[src/logic/i2c_slave_pkg.sv]
// Shared constants for the two-wire slave with bus time-out.
// Assumes a 32-bit Avalon-MM register bus with word-aligned byte addresses.
`default_nettype none

package i2c_slave_pkg;

    // Register byte offsets
    localparam logic [4:0] OFS_CTRL_FIRST  = 5'h00;
    localparam logic [4:0] OFS_CTRL_SECOND = 5'h04;
    localparam logic [4:0] OFS_OWN_ADDR    = 5'h08;
    localparam logic [4:0] OFS_DATA        = 5'h0c;
    localparam logic [4:0] OFS_TMO_CTRL    = 5'h10;

    // First control register fields
    localparam int CF_ENABLE_BIT = 0;

    // Second control register fields
    localparam int CS_ADDR_MATCH_BIT = 7;
    localparam int CS_BUS_BUSY_BIT   = 6;
    localparam int CS_XMIT_BIT       = 5;
    localparam int CS_ACK_SEND_BIT   = 4;
    localparam int CS_DIR_BIT        = 3;
    localparam int CS_ACK_RCVD_BIT   = 2;

    // Own address register: address in bits 7..1, bit 0 reads zero
    localparam int OA_ADDR_LSB = 1;

    // Time-out control register fields
    localparam int TC_ENABLE_BIT = 7;
    localparam int TC_FLAG_BIT   = 6;
    localparam int TMO_SEL_W     = 6;

    // Reset values
    localparam logic [7:0] CTRL_FIRST_RST  = 8'h00;
    localparam logic [7:0] CTRL_SECOND_RST = 8'h00;
    localparam logic [6:0] OWN_ADDR_RST    = 7'h00;
    localparam logic [7:0] DATA_RST        = 8'h00;
    localparam logic [7:0] TMO_CTRL_RST    = 8'h00;

    // Slow clock periods per time-out step
    localparam int SUB_TICKS_PER_STEP = 32;
    localparam int STEP_W             = $clog2(SUB_TICKS_PER_STEP);
    localparam int TMO_CNT_W          = TMO_SEL_W + STEP_W;
    localparam logic [STEP_W-1:0] STEP_LAST = STEP_W'(SUB_TICKS_PER_STEP - 1);

    // Link sequencer states
    typedef enum logic [2:0] {
        ST_IDLE,
        ST_ADDR,
        ST_ADDR_ACK,
        ST_HOLD,
        ST_TX,
        ST_TX_ACK,
        ST_RX,
        ST_RX_ACK
    } link_state_t;

endpackage

`default_nettype wire

[src/logic/i2c_slave_with_timeout.sv]
// Two-wire bus slave with 7-bit address, clock stretching and bus time-out.
// Assumes open-drain pins resolved outside, and a slow clock far below clk_i.
//
// The register offsets and the Avalon-MM slave port were left to the implementer.
`timescale 1ns/1ps
`default_nettype none

module i2c_slave_with_timeout
    import i2c_slave_pkg::*;
(
    // Clock and reset
    input  wire logic        clk_i,
    input  wire logic        sys_rst_i,
    // Avalon-MM register slave
    input  wire logic [4:0]  avs_address_i,
    input  wire logic        avs_read_i,
    input  wire logic        avs_write_i,
    input  wire logic [31:0] avs_writedata_i,
    input  wire logic [3:0]  avs_byteenable_i,
    output var  logic [31:0] avs_readdata_o,
    output logic             avs_waitrequest_o,
    // Two-wire link, open drain, enables active low
    input  wire logic        scl_i,
    output logic             scl_o,
    output logic             scl_oe_n_o,
    input  wire logic        sda_i,
    output logic             sda_o,
    output logic             sda_oe_n_o,
    // Slow subsidiary clock for the time-out
    input  wire logic        sub_clk_i,
    // Interface interrupt
    output var  logic        irq_o
);

    // Two-flop synchronisers, plus one history flop for edge detection
    logic scl_m, scl_s, scl_q;
    logic sda_m, sda_s, sda_q;
    logic sub_m, sub_s, sub_q;

    always_ff @(posedge clk_i)
    begin
        if (sys_rst_i)
        begin
            {scl_m, scl_s, scl_q} <= 3'h7;
            {sda_m, sda_s, sda_q} <= 3'h7;
            {sub_m, sub_s, sub_q} <= 3'h0;
        end
        else
        begin
            {scl_m, scl_s, scl_q} <= {scl_i, scl_m, scl_s};
            {sda_m, sda_s, sda_q} <= {sda_i, sda_m, sda_s};
            {sub_m, sub_s, sub_q} <= {sub_clk_i, sub_m, sub_s};
        end
    end

    // Bus events seen on the synchronised lines
    logic scl_rise, scl_fall, start_det, stop_det, sub_tick;
    assign scl_rise  = scl_s & ~scl_q;
    assign scl_fall  = ~scl_s & scl_q;
    assign start_det = scl_s & scl_q & sda_q & ~sda_s;
    assign stop_det  = scl_s & scl_q & ~sda_q & sda_s;
    assign sub_tick  = sub_s & ~sub_q;

    // Bus handshake: one wait cycle, then the access is accepted
    logic bus_ack, next_bus_ack, wr_acc, rd_acc, req;
    assign req               = avs_read_i | avs_write_i;
    assign avs_waitrequest_o = req & ~bus_ack;
    assign wr_acc            = avs_write_i & bus_ack & avs_byteenable_i[0];
    assign rd_acc            = avs_read_i & bus_ack;
    assign next_bus_ack      = req & ~bus_ack;

    // Register and link state
    link_state_t          state, next_state;
    logic [2:0]           bit_cnt, next_bit_cnt;
    logic [7:0]           shift_data_reg, next_shift_data_reg;
    logic [6:0]           own_addr, next_own_addr;
    logic                 link_enable, next_link_enable;
    logic                 bus_busy_flag, next_bus_busy_flag;
    logic                 addr_match_flag, next_addr_match_flag;
    logic                 master_dir_flag, next_master_dir_flag;
    logic                 xmit_mode_sel, next_xmit_mode_sel;
    logic                 ack_to_send, next_ack_to_send;
    logic                 ack_received, next_ack_received;
    logic                 sda_low, next_sda_low;
    logic                 scl_low, next_scl_low;
    logic                 next_irq;
    logic                 tmo_enable, next_tmo_enable;
    logic                 tmo_flag, next_tmo_flag;
    logic [TMO_SEL_W-1:0] tmo_period_sel, next_tmo_period_sel;
    logic [TMO_CNT_W-1:0] tmo_cnt, next_tmo_cnt;
    logic [31:0]          next_readdata;
    logic                 release_evt;

    // Software services the data register to let the stretched clock go
    assign release_evt = (avs_address_i == OFS_DATA) &
                         ((wr_acc & xmit_mode_sel) | (rd_acc & ~xmit_mode_sel));

    // Next state of the registers, the link sequencer and the time-out
    always_comb
    begin
        next_state           = state;
        next_bit_cnt         = bit_cnt;
        next_shift_data_reg  = shift_data_reg;
        next_own_addr        = own_addr;
        next_link_enable     = link_enable;
        next_bus_busy_flag   = bus_busy_flag;
        next_addr_match_flag = addr_match_flag;
        next_master_dir_flag = master_dir_flag;
        next_xmit_mode_sel   = xmit_mode_sel;
        next_ack_to_send     = ack_to_send;
        next_ack_received    = ack_received;
        next_sda_low         = sda_low;
        next_scl_low         = scl_low;
        next_irq             = 1'b0;
        next_tmo_enable      = tmo_enable;
        next_tmo_flag        = tmo_flag;
        next_tmo_period_sel  = tmo_period_sel;
        next_tmo_cnt         = tmo_cnt;

        // Software writes, low byte lane only
        if (wr_acc)
        begin
            case (avs_address_i)
                OFS_CTRL_FIRST:
                    next_link_enable = avs_writedata_i[CF_ENABLE_BIT];
                OFS_CTRL_SECOND:
                begin
                    next_xmit_mode_sel = avs_writedata_i[CS_XMIT_BIT];
                    next_ack_to_send   = avs_writedata_i[CS_ACK_SEND_BIT];
                end
                OFS_OWN_ADDR:
                    next_own_addr = avs_writedata_i[7:OA_ADDR_LSB];
                OFS_DATA:
                    next_shift_data_reg = avs_writedata_i[7:0];
                OFS_TMO_CTRL:
                begin
                    next_tmo_enable     = avs_writedata_i[TC_ENABLE_BIT];
                    // Writing zero clears; a write of one cannot set it
                    next_tmo_flag       = tmo_flag & avs_writedata_i[TC_FLAG_BIT];
                    next_tmo_period_sel = avs_writedata_i[TMO_SEL_W-1:0];
                end
                default:
                    ;
            endcase
        end

        // Bus conditions take priority over the bit sequencer
        if (start_det)
        begin
            next_bus_busy_flag = 1'b1;
            next_state         = link_enable ? ST_ADDR : ST_IDLE;
            next_bit_cnt       = 3'h0;
            next_sda_low       = 1'b0;
            next_scl_low       = 1'b0;
        end
        else if (stop_det)
        begin
            next_bus_busy_flag   = 1'b0;
            next_state           = ST_IDLE;
            next_addr_match_flag = 1'b0;
            next_sda_low         = 1'b0;
            next_scl_low         = 1'b0;
        end
        else if (!link_enable)
        begin
            next_state   = ST_IDLE;
            next_sda_low = 1'b0;
            next_scl_low = 1'b0;
        end
        else
        begin
            unique case (state)
                ST_IDLE:
                    ;
                // Seven address bits then direction, sampled on rising SCL
                ST_ADDR:
                    if (scl_rise)
                    begin
                        next_shift_data_reg = {shift_data_reg[6:0], sda_s};
                        next_bit_cnt        = bit_cnt + 3'h1;
                        if (bit_cnt == 3'h7)
                        begin
                            if (shift_data_reg[6:0] == own_addr)
                            begin
                                next_addr_match_flag = 1'b1;
                                next_master_dir_flag = sda_s;
                                next_irq             = 1'b1;
                                next_state           = ST_ADDR_ACK;
                            end
                            else
                                next_state = ST_IDLE;
                        end
                    end
                // Drive low through the ninth clock, then stretch SCL
                ST_ADDR_ACK:
                    if (scl_fall)
                    begin
                        if (bit_cnt == 3'h0)
                        begin
                            next_sda_low = 1'b1;
                            next_bit_cnt = 3'h1;
                        end
                        else
                        begin
                            next_sda_low = 1'b0;
                            next_scl_low = 1'b1;
                            next_state   = ST_HOLD;
                        end
                    end
                // SCL held low until the data register is serviced
                ST_HOLD:
                    if (release_evt)
                    begin
                        next_scl_low         = 1'b0;
                        next_addr_match_flag = 1'b0;
                        next_bit_cnt         = 3'h0;
                        if (xmit_mode_sel)
                        begin
                            next_state   = ST_TX;
                            next_sda_low = ~next_shift_data_reg[7];
                        end
                        else
                            next_state = ST_RX;
                    end
                // Next bit presented after each falling SCL
                ST_TX:
                    if (scl_fall)
                    begin
                        next_bit_cnt = bit_cnt + 3'h1;
                        if (bit_cnt == 3'h7)
                        begin
                            next_sda_low = 1'b0;
                            next_state   = ST_TX_ACK;
                        end
                        else
                        begin
                            next_shift_data_reg = {shift_data_reg[6:0], 1'b0};
                            next_sda_low        = ~shift_data_reg[6];
                        end
                    end
                // Master answer; a missing acknowledge leaves SDA free
                ST_TX_ACK:
                    if (scl_rise)
                        next_ack_received = sda_s;
                    else if (scl_fall)
                    begin
                        next_irq = 1'b1;
                        if (!ack_received)
                        begin
                            next_scl_low = 1'b1;
                            next_state   = ST_HOLD;
                        end
                        else
                            next_state = ST_IDLE;
                    end
                // Received bits land in the data register
                ST_RX:
                    if (scl_rise)
                    begin
                        next_shift_data_reg = {shift_data_reg[6:0], sda_s};
                        next_bit_cnt        = bit_cnt + 3'h1;
                        if (bit_cnt == 3'h7)
                        begin
                            next_irq   = 1'b1;
                            next_state = ST_RX_ACK;
                        end
                    end
                ST_RX_ACK:
                    if (scl_fall)
                    begin
                        if (bit_cnt == 3'h0)
                        begin
                            next_sda_low = ~ack_to_send;
                            next_bit_cnt = 3'h1;
                        end
                        else
                        begin
                            next_sda_low = 1'b0;
                            next_scl_low = 1'b1;
                            next_state   = ST_HOLD;
                        end
                    end
            endcase
        end

        // Time-out: restarts on every SCL edge, counts slow clock periods
        if (!(tmo_enable && bus_busy_flag) || scl_rise || scl_fall)
            next_tmo_cnt = '0;
        else if (sub_tick)
        begin
            if (tmo_cnt == {tmo_period_sel, STEP_LAST})
            begin
                // Overflow wins over a same-cycle write to the second control register or to the time-out enable and flag
                next_tmo_cnt         = '0;
                next_tmo_enable      = 1'b0;
                next_tmo_flag        = 1'b1;
                next_irq             = 1'b1;
                next_state           = ST_IDLE;
                next_bit_cnt         = 3'h0;
                next_sda_low         = 1'b0;
                next_scl_low         = 1'b0;
                next_addr_match_flag = CTRL_SECOND_RST[CS_ADDR_MATCH_BIT];
                next_bus_busy_flag   = CTRL_SECOND_RST[CS_BUS_BUSY_BIT];
                next_xmit_mode_sel   = CTRL_SECOND_RST[CS_XMIT_BIT];
                next_ack_to_send     = CTRL_SECOND_RST[CS_ACK_SEND_BIT];
                next_master_dir_flag = CTRL_SECOND_RST[CS_DIR_BIT];
                next_ack_received    = CTRL_SECOND_RST[CS_ACK_RCVD_BIT];
            end
            else
                next_tmo_cnt = tmo_cnt + TMO_CNT_W'(1);
        end
    end

    // Read data mux, registered during the wait cycle
    always_comb
    begin
        next_readdata = avs_readdata_o;
        if (avs_read_i && !bus_ack)
        begin
            next_readdata = 32'h0000_0000;
            case (avs_address_i)
                OFS_CTRL_FIRST:
                    next_readdata[CF_ENABLE_BIT] = link_enable;
                OFS_CTRL_SECOND:
                begin
                    next_readdata[CS_ADDR_MATCH_BIT] = addr_match_flag;
                    next_readdata[CS_BUS_BUSY_BIT]   = bus_busy_flag;
                    next_readdata[CS_XMIT_BIT]       = xmit_mode_sel;
                    next_readdata[CS_ACK_SEND_BIT]   = ack_to_send;
                    next_readdata[CS_DIR_BIT]        = master_dir_flag;
                    next_readdata[CS_ACK_RCVD_BIT]   = ack_received;
                end
                OFS_OWN_ADDR:
                    next_readdata[7:0] = {own_addr, 1'b0};
                OFS_DATA:
                    next_readdata[7:0] = shift_data_reg;
                OFS_TMO_CTRL:
                    next_readdata[7:0] = {tmo_enable, tmo_flag, tmo_period_sel};
                default:
                    next_readdata = 32'h0000_0000;
            endcase
        end
    end

    // Register everything
    always_ff @(posedge clk_i)
    begin
        if (sys_rst_i)
        begin
            bus_ack         <= 1'b0;
            avs_readdata_o  <= 32'h0000_0000;
            state           <= ST_IDLE;
            bit_cnt         <= 3'h0;
            shift_data_reg  <= DATA_RST;
            own_addr        <= OWN_ADDR_RST;
            link_enable     <= CTRL_FIRST_RST[CF_ENABLE_BIT];
            bus_busy_flag   <= CTRL_SECOND_RST[CS_BUS_BUSY_BIT];
            addr_match_flag <= CTRL_SECOND_RST[CS_ADDR_MATCH_BIT];
            master_dir_flag <= CTRL_SECOND_RST[CS_DIR_BIT];
            xmit_mode_sel   <= CTRL_SECOND_RST[CS_XMIT_BIT];
            ack_to_send     <= CTRL_SECOND_RST[CS_ACK_SEND_BIT];
            ack_received    <= CTRL_SECOND_RST[CS_ACK_RCVD_BIT];
            sda_low         <= 1'b0;
            scl_low         <= 1'b0;
            irq_o           <= 1'b0;
            tmo_enable      <= TMO_CTRL_RST[TC_ENABLE_BIT];
            tmo_flag        <= TMO_CTRL_RST[TC_FLAG_BIT];
            tmo_period_sel  <= TMO_CTRL_RST[TMO_SEL_W-1:0];
            tmo_cnt         <= '0;
        end
        else
        begin
            bus_ack         <= next_bus_ack;
            avs_readdata_o  <= next_readdata;
            state           <= next_state;
            bit_cnt         <= next_bit_cnt;
            shift_data_reg  <= next_shift_data_reg;
            own_addr        <= next_own_addr;
            link_enable     <= next_link_enable;
            bus_busy_flag   <= next_bus_busy_flag;
            addr_match_flag <= next_addr_match_flag;
            master_dir_flag <= next_master_dir_flag;
            xmit_mode_sel   <= next_xmit_mode_sel;
            ack_to_send     <= next_ack_to_send;
            ack_received    <= next_ack_received;
            sda_low         <= next_sda_low;
            scl_low         <= next_scl_low;
            irq_o           <= next_irq;
            tmo_enable      <= next_tmo_enable;
            tmo_flag        <= next_tmo_flag;
            tmo_period_sel  <= next_tmo_period_sel;
            tmo_cnt         <= next_tmo_cnt;
        end
    end

    // Open drain: only ever pull low, enable low while pulling
    assign sda_o      = 1'b0;
    assign scl_o      = 1'b0;
    assign sda_oe_n_o = ~sda_low;
    assign scl_oe_n_o = ~scl_low;

endmodule // i2c_slave_with_timeout

`default_nettype wire

[config.mk]
export PLATFORM = sky130hd
export DESIGN_NAME = i2c_slave_with_timeout
export DESIGN_NICKNAME = d
export VERILOG_FILES = /design/src/logic/i2c_slave_pkg.sv /design/src/logic/i2c_slave_with_timeout.sv
export SDC_FILE = /design/constraint.sdc
export NUM_CORES = 1
export LEC_CHECK = 0
export BUFFER_PORTS_ARGS = -buffer_cell sky130_fd_sc_hd__clkbuf_2
export CORE_AREA = 2 2 86 88
export CTS_CLUSTER_DIAMETER = 50
export DETAILED_ROUTE_END_ITERATION = 8
export DIE_AREA = 0 0 88 90
export GPL_TIMING_DRIVEN = 1
export PLACE_DENSITY = 0.79
export SETUP_SLACK_MARGIN = 0.15
export SKIP_CTS_REPAIR_TIMING = 1
export SLEW_MARGIN = 40
export SYNTH_ARGS = -nofsm -noshare
export SYNTH_HDL_FRONTEND = slang
export SYNTH_SLANG_ARGS = --single-unit
[constraint.sdc]
create_clock -name clk_i -period 3.2 [get_ports clk_i]
set_input_delay 0.96 -clock clk_i [delete_from_list [all_inputs] [get_ports clk_i]]
set_output_delay 0.96 -clock clk_i [all_outputs]
set_load 0.01 [all_outputs]
* Yosys cells after proc, flatten, opt, wreduce, memory -nomap -nowiden
Cells that the tools add are included.
** Cells by class
- $add $sub $neg :: 2
- Equality and inequality tests :: 14
- Multiplexer cells :: 143
- Bitwise operators :: 30
- Reductions and logical operators :: 14
** Operators by type and width (count)
- 1-bit two-way mux :: 93
- 3-bit two-way mux :: 28
- 8-bit two-way mux :: 8
- 6-bit one-hot mux with 4 select lines :: 1
- 3-bit one-hot mux with 6 select lines :: 1
- 1-bit AND :: 16
- 8-bit one-hot mux with 2 select lines :: 1
- 3-bit == test, second input constant :: 5
- 1-bit inverter :: 12
- 1-bit one-hot mux with 3 select lines :: 4
- 3-bit one-hot mux with 4 select lines :: 1
- 11-bit by 1-bit adder with 11-bit output, second input constant :: 1
- 11-bit == test :: 1
- 11-bit two-way mux :: 1
- 5-bit by 4-bit == test with 1-bit output, second input constant :: 2
- 7-bit == test :: 1
- 3-bit by 2-bit == test with 1-bit output, second input constant :: 2
- 2-bit two-way mux :: 3
- 2-bit AND reduction :: 3
- 2-bit OR reduction :: 3
- 5-bit by 3-bit == test with 1-bit output, second input constant :: 1
- 5-bit == test, second input constant :: 1
- 5-bit zero test :: 1
- 1-bit one-hot mux with 4 select lines :: 1
- other kinds (8) :: 12
** Storage, ports and cells
- Register bits after elaboration :: 68

* Longest topological paths before layout
- Word-level depth :: 13
- Mapped depth :: 8
- Gate-level depth less buffers :: 7

* Worst setup path after synthesis
Ideal clock, no wire load.
- Path kind :: input -> register
- From :: in avs_address_i[1]
- To :: reg sda_low
- Setup time :: 0.104 ns
- Arrival :: 2.481 ns
- Data required time :: 3.096 ns
- Path slack :: 0.615 ns
- Stages :: 6
- Path through :: or3b_1 > or3b_1 > buf_2 > nor4_2 > a211oi_1 > a2111oi_2
** On the way
- Cells in the longest elaborated chain, start to end :: 13
** RTL lines
- start: declaration :: line i2c_slave_with_timeout.sv:15 : input wire logic [4:0] avs_address_i,
- 5-bit by 4-bit == test with 1-bit output (*) :: line i2c_slave_with_timeout.sv:95, i2c_slave_with_timeout.sv:123
- 8-bit two-way mux :: line i2c_slave_with_timeout.sv:123 : case (avs_address_i)
- 8-bit two-way mux :: line i2c_slave_with_timeout.sv:121 : if (wr_acc)
- 1-bit inverter :: line i2c_slave_with_timeout.sv:220 : next_sda_low = ~next_shift_data_reg[7];
- 1-bit two-way mux :: line i2c_slave_with_timeout.sv:217 : if (xmit_mode_sel)
- 1-bit two-way mux (*) :: line i2c_slave_with_timeout.sv:212 : if (release_evt)
- 1-bit one-hot mux with 4 select lines (*) :: line i2c_slave_with_timeout.sv:172 : unique case (state)
- 1-bit two-way mux (*) :: line i2c_slave_with_timeout.sv:164 : else if (!link_enable)
- 1-bit two-way mux (*) :: line i2c_slave_with_timeout.sv:156 : else if (stop_det)
- 1-bit two-way mux (*) :: line i2c_slave_with_timeout.sv:148 : if (start_det)
- 1-bit two-way mux :: line i2c_slave_with_timeout.sv:291 : if (tmo_cnt == {tmo_period_sel, STEP_LAST})
- 1-bit two-way mux :: line i2c_slave_with_timeout.sv:289 : else if (sub_tick)
- 1-bit two-way mux (*) :: line i2c_slave_with_timeout.sv:287 : if (!(tmo_enable && bus_busy_flag) || scl_rise || scl_fall)
- end signal: assignment :: line i2c_slave_with_timeout.sv:386 : sda_low <= next_sda_low;
- end: declaration :: line i2c_slave_with_timeout.sv:84 : logic sda_low, next_sda_low;
Mark *: on every way between the ends. The rest lies on a longest branch, timed or not.
A chain may end at the register's enable or synchronous reset.

* Worst setup path after layout
- From :: in avs_address_i[3]
- To :: reg shift_data_reg[7]
** On the way
- Cells in the longest elaborated chain, start to end :: 9
** RTL lines
- 5-bit by 4-bit == test with 1-bit output (*) :: line i2c_slave_with_timeout.sv:123
- 8-bit two-way mux (*) :: line i2c_slave_with_timeout.sv:123
- 8-bit two-way mux (*) :: line i2c_slave_with_timeout.sv:121
- 8-bit two-way mux :: line i2c_slave_with_timeout.sv:230 : if (bit_cnt == 3'h7)
- 8-bit two-way mux :: line i2c_slave_with_timeout.sv:227 : if (scl_fall)
- 8-bit one-hot mux with 2 select lines :: line i2c_slave_with_timeout.sv:172
- 8-bit two-way mux :: line i2c_slave_with_timeout.sv:164
- 8-bit two-way mux :: line i2c_slave_with_timeout.sv:156
- 8-bit two-way mux (*) :: line i2c_slave_with_timeout.sv:148
- end signal: assignment :: line i2c_slave_with_timeout.sv:377 : shift_data_reg <= next_shift_data_reg;
- end: declaration :: line i2c_slave_with_timeout.sv:75 : logic [7:0] shift_data_reg, next_shift_data_reg;
Marks and branches as above.

==> metrics <==
Fin. Hold Viols=0; layout cell share with drive strength beyond 1=14.9%; PD cells=~400 nW/um^2; Detailed Route Iter0 Violations=359; crit share post-route=approximately three quarters; initial antenna violation count=0; Final Max Tran Viols=0; hold crit path type=reg2reg; Tot Pwr=1.62 mW; number of global-route vias before repair=3,127; DIE AREA=about 7900 um^2; status=finished clean; Worst EP arrival=between 2000 and 3000 ps; worst reg2reg path depth=5; relative slew slack=between 40 and 50%; most frequent cell after synthesis=dfxtp_1; Total Routing Usage GR=around a quarter; internal power=around 1.2 mW; Hold Path Depth=1; FF-to-FF Start=scl_s$_SDFF_PP1_; Avg WL per Cell=about 15 um; Clock Tree Buf Depth=2; launch point of the worst path=avs_address_i[3]; post-DP HPWL=6.62 mm; placed cells=roughly 580; Async S/R FF share, synth=0%; core area=7020 um^2; Layout Area Growth over Synthesis=9.70%; Fill cells=~640; max_cap viols=0; Final #Nets=542; top_reg_cell synth=dfxtp_1; Hold Startpoint=sda_m$_SDFF_PP1_; Setup crit end kind=flop; worst slew pin tran=753 ps; cts bufs inserted=9; Switch Pwr=about 0.44 mW; number of H-tree levels=3; Seq/Total Area, Yosys=36.6%; vias after detailed routing=around 3.4k; First-pass DRT Iterations=5; Site Rows=31; number of diodes=0; number of setup violations in the final report=0; CP startpoint kind=input pin; min cycle time layout=roughly 2300 ps; hold path endpoint=sda_s$_SDFF_PP1_; top post-synthesis cells by count=dfxtp_1, nand2_1, nor2_1, nand3_1, a21oi_1; capture point of the worst reg-to-reg path=addr_match_flag$_SDFF_PP0_; hold_ws=415 ps; largest net degree at the start of global routing=28; Final ANT Viol Nets=0; Distinct cells, synth=between 50 and 60; Sw Share=27.4%; Ys Warns=0; setup TNS=0 ps; area leader, netlist=dfxtp_1; flop and latch count out of synthesis=approximately 70; die width=roughly 90 um; worst-path fanout max=8; # IOs=86; Reg clk slew, reported paths=around 70 ps; gpl congestion=between 0.8 and 0.9; CTS sink count=just under 70; Initial Utilization=a little over half; Post-route DRC=0; register area=~1400 um^2; Reg power frac=53.2%; critical path class=in2reg; clock power share=40.8%; reg2reg setup slack=slightly above 900 ps; global-route wire length before repair=roughly 15 mm; Largest register FFs=11; CTS tree=done; vias per cell=about 5.8; maximum VDD drop=a little over 0.4 mV; fin cells=approximately 590; P_leak=1.51 nW; area of the multi-input gates=~2100 um^2; clk_skew=~15 ps; RSZ-0062 raised after global routing=no; Die H=~90 um; Area contributors post-synth=dfxtp_1, nand2_1, buf_4, xnor2_1, nand3_1; Peak Freq=around 0.43 GHz; clock root buffer=clkbuf_8; Avg Cell Area, Syn=between 8 and 9 um^2; gr ovfl total=0; final wirelength=approximately 9.1 mm; PortBufs=32; WP data required=between 3000 and 4000 ps; Netlist Area Pre-Place=3720 um^2; Clk Latency, worst-skew pair=360 ps; share of the synthesized area in the top cell type=between 30% and 40%; Syn Inst Count=460; Post-synth EDFFs=0; Comb pwr share=approximately 6.0%
==> cell families (layout without fill, tap and decap cells) <==
| group | count (synthesis) | in the layout | synth area share [%] |
|---|---|---|---|
| AO/OA/AOI/OAI | 95 | 95 | 17.3 |
| XOR/XNOR | 28 | 28 | 6.60 |
| adder cells (fa/ha/maj) | 4 | 4 | 1.35 |
| buffers and inverters | 59 | 69 | 8.75 |
| flip-flops | 68 | 68 | 36.6 |
| multiplexers | 10 | 10 | 2.79 |
| other | 1 | 26 | 0.101 |
| AND/OR/NAND/NOR | 195 | 195 | 26.5 |
==> routing by layer <==
layer	GRT usage, %	part of all wire, %	up-vias
met5	0	0	-
met4	8.97	1.4	0
met3	5.51	8.7	11
met2	35.6	46	168
met1	33.9	44	1602
li1	-	-	1646
==> final cells by class <==
class	count	share of cell area, %
clock buffer	9	3.04
clock inverter	7	1.38
inverter	10	0.921
multi-input combinational	358	52.2
sequential	68	33.4
tap	99	3.04
timing repair buffer	43	5.95
==> stage by stage <==
stage	util (%)	worst slack, ps	cell area, um^2
after floorplan	-	615	3810
after global placement	55.5	519	3890
after detailed placement	55.5	496	3890
after CTS	58.0	864	4080
after global routing	58.1	744	4080
final	58.1	851	4080
==> worst max path at each step <==
stage | endpoint | depth (start not counted)
after floorplan | sda_low$_SDFF_PP0_ | 6
after global placement | shift_data_reg[7]$_SDFF_PP0_ | 7
after detailed placement | shift_data_reg[7]$_SDFF_PP0_ | 7
after CTS | shift_data_reg[7]$_SDFF_PP0_ | 7
after global routing | addr_match_flag$_SDFF_PP0_ | 5
final | shift_data_reg[7]$_SDFF_PP0_ | 7
==> critical path: stages <==
cell	delay, ps
clkbuf_2	130
or3b_1	420
or3b_1	430
buf_4	200
mux2_2	270
o21ai_0	70
o22ai_1	90
==> layout by cell type, fill, tap and decap left out, types with 5 or more instances in the layout <==
cell type,netlist,final
dfxtp_1,68,67
nand2_1,58,58
nor2_1,36,36
clkbuf_2,0,32
nand3_1,30,30
a21oi_1,28,28
conb_1,1,26
xnor2_1,19,19
a22oi_1,14,14
nor3_1,13,13
o21ai_0,12,12
nor2b_1,11,11
buf_4,26,11
inv_1,10,10
xor2_1,9,9
clkbuf_8,0,9
a311oi_1,8,8
mux2i_1,7,7
nand2b_1,7,7
a22o_1,7,7
or2_2,7,7
nand4_1,6,6
a211oi_1,5,5
==> power by group through the flow <==
stage | sequential, mW | clock [mW] | combinational, mW
5_1_grt | 0.863 | 0.718 | 0.109
3_5_place_dp | 0.882 | 0 | 0.0963
3_3_place_gp | 0.881 | 0 | 0.0946
6_report | 0.862 | 0.661 | 0.0979
4_1_cts | 0.862 | 0.672 | 0.0966
2_1_floorplan | 0.879 | 0 | 0.0820
Power figures use the tool's default switching activity.
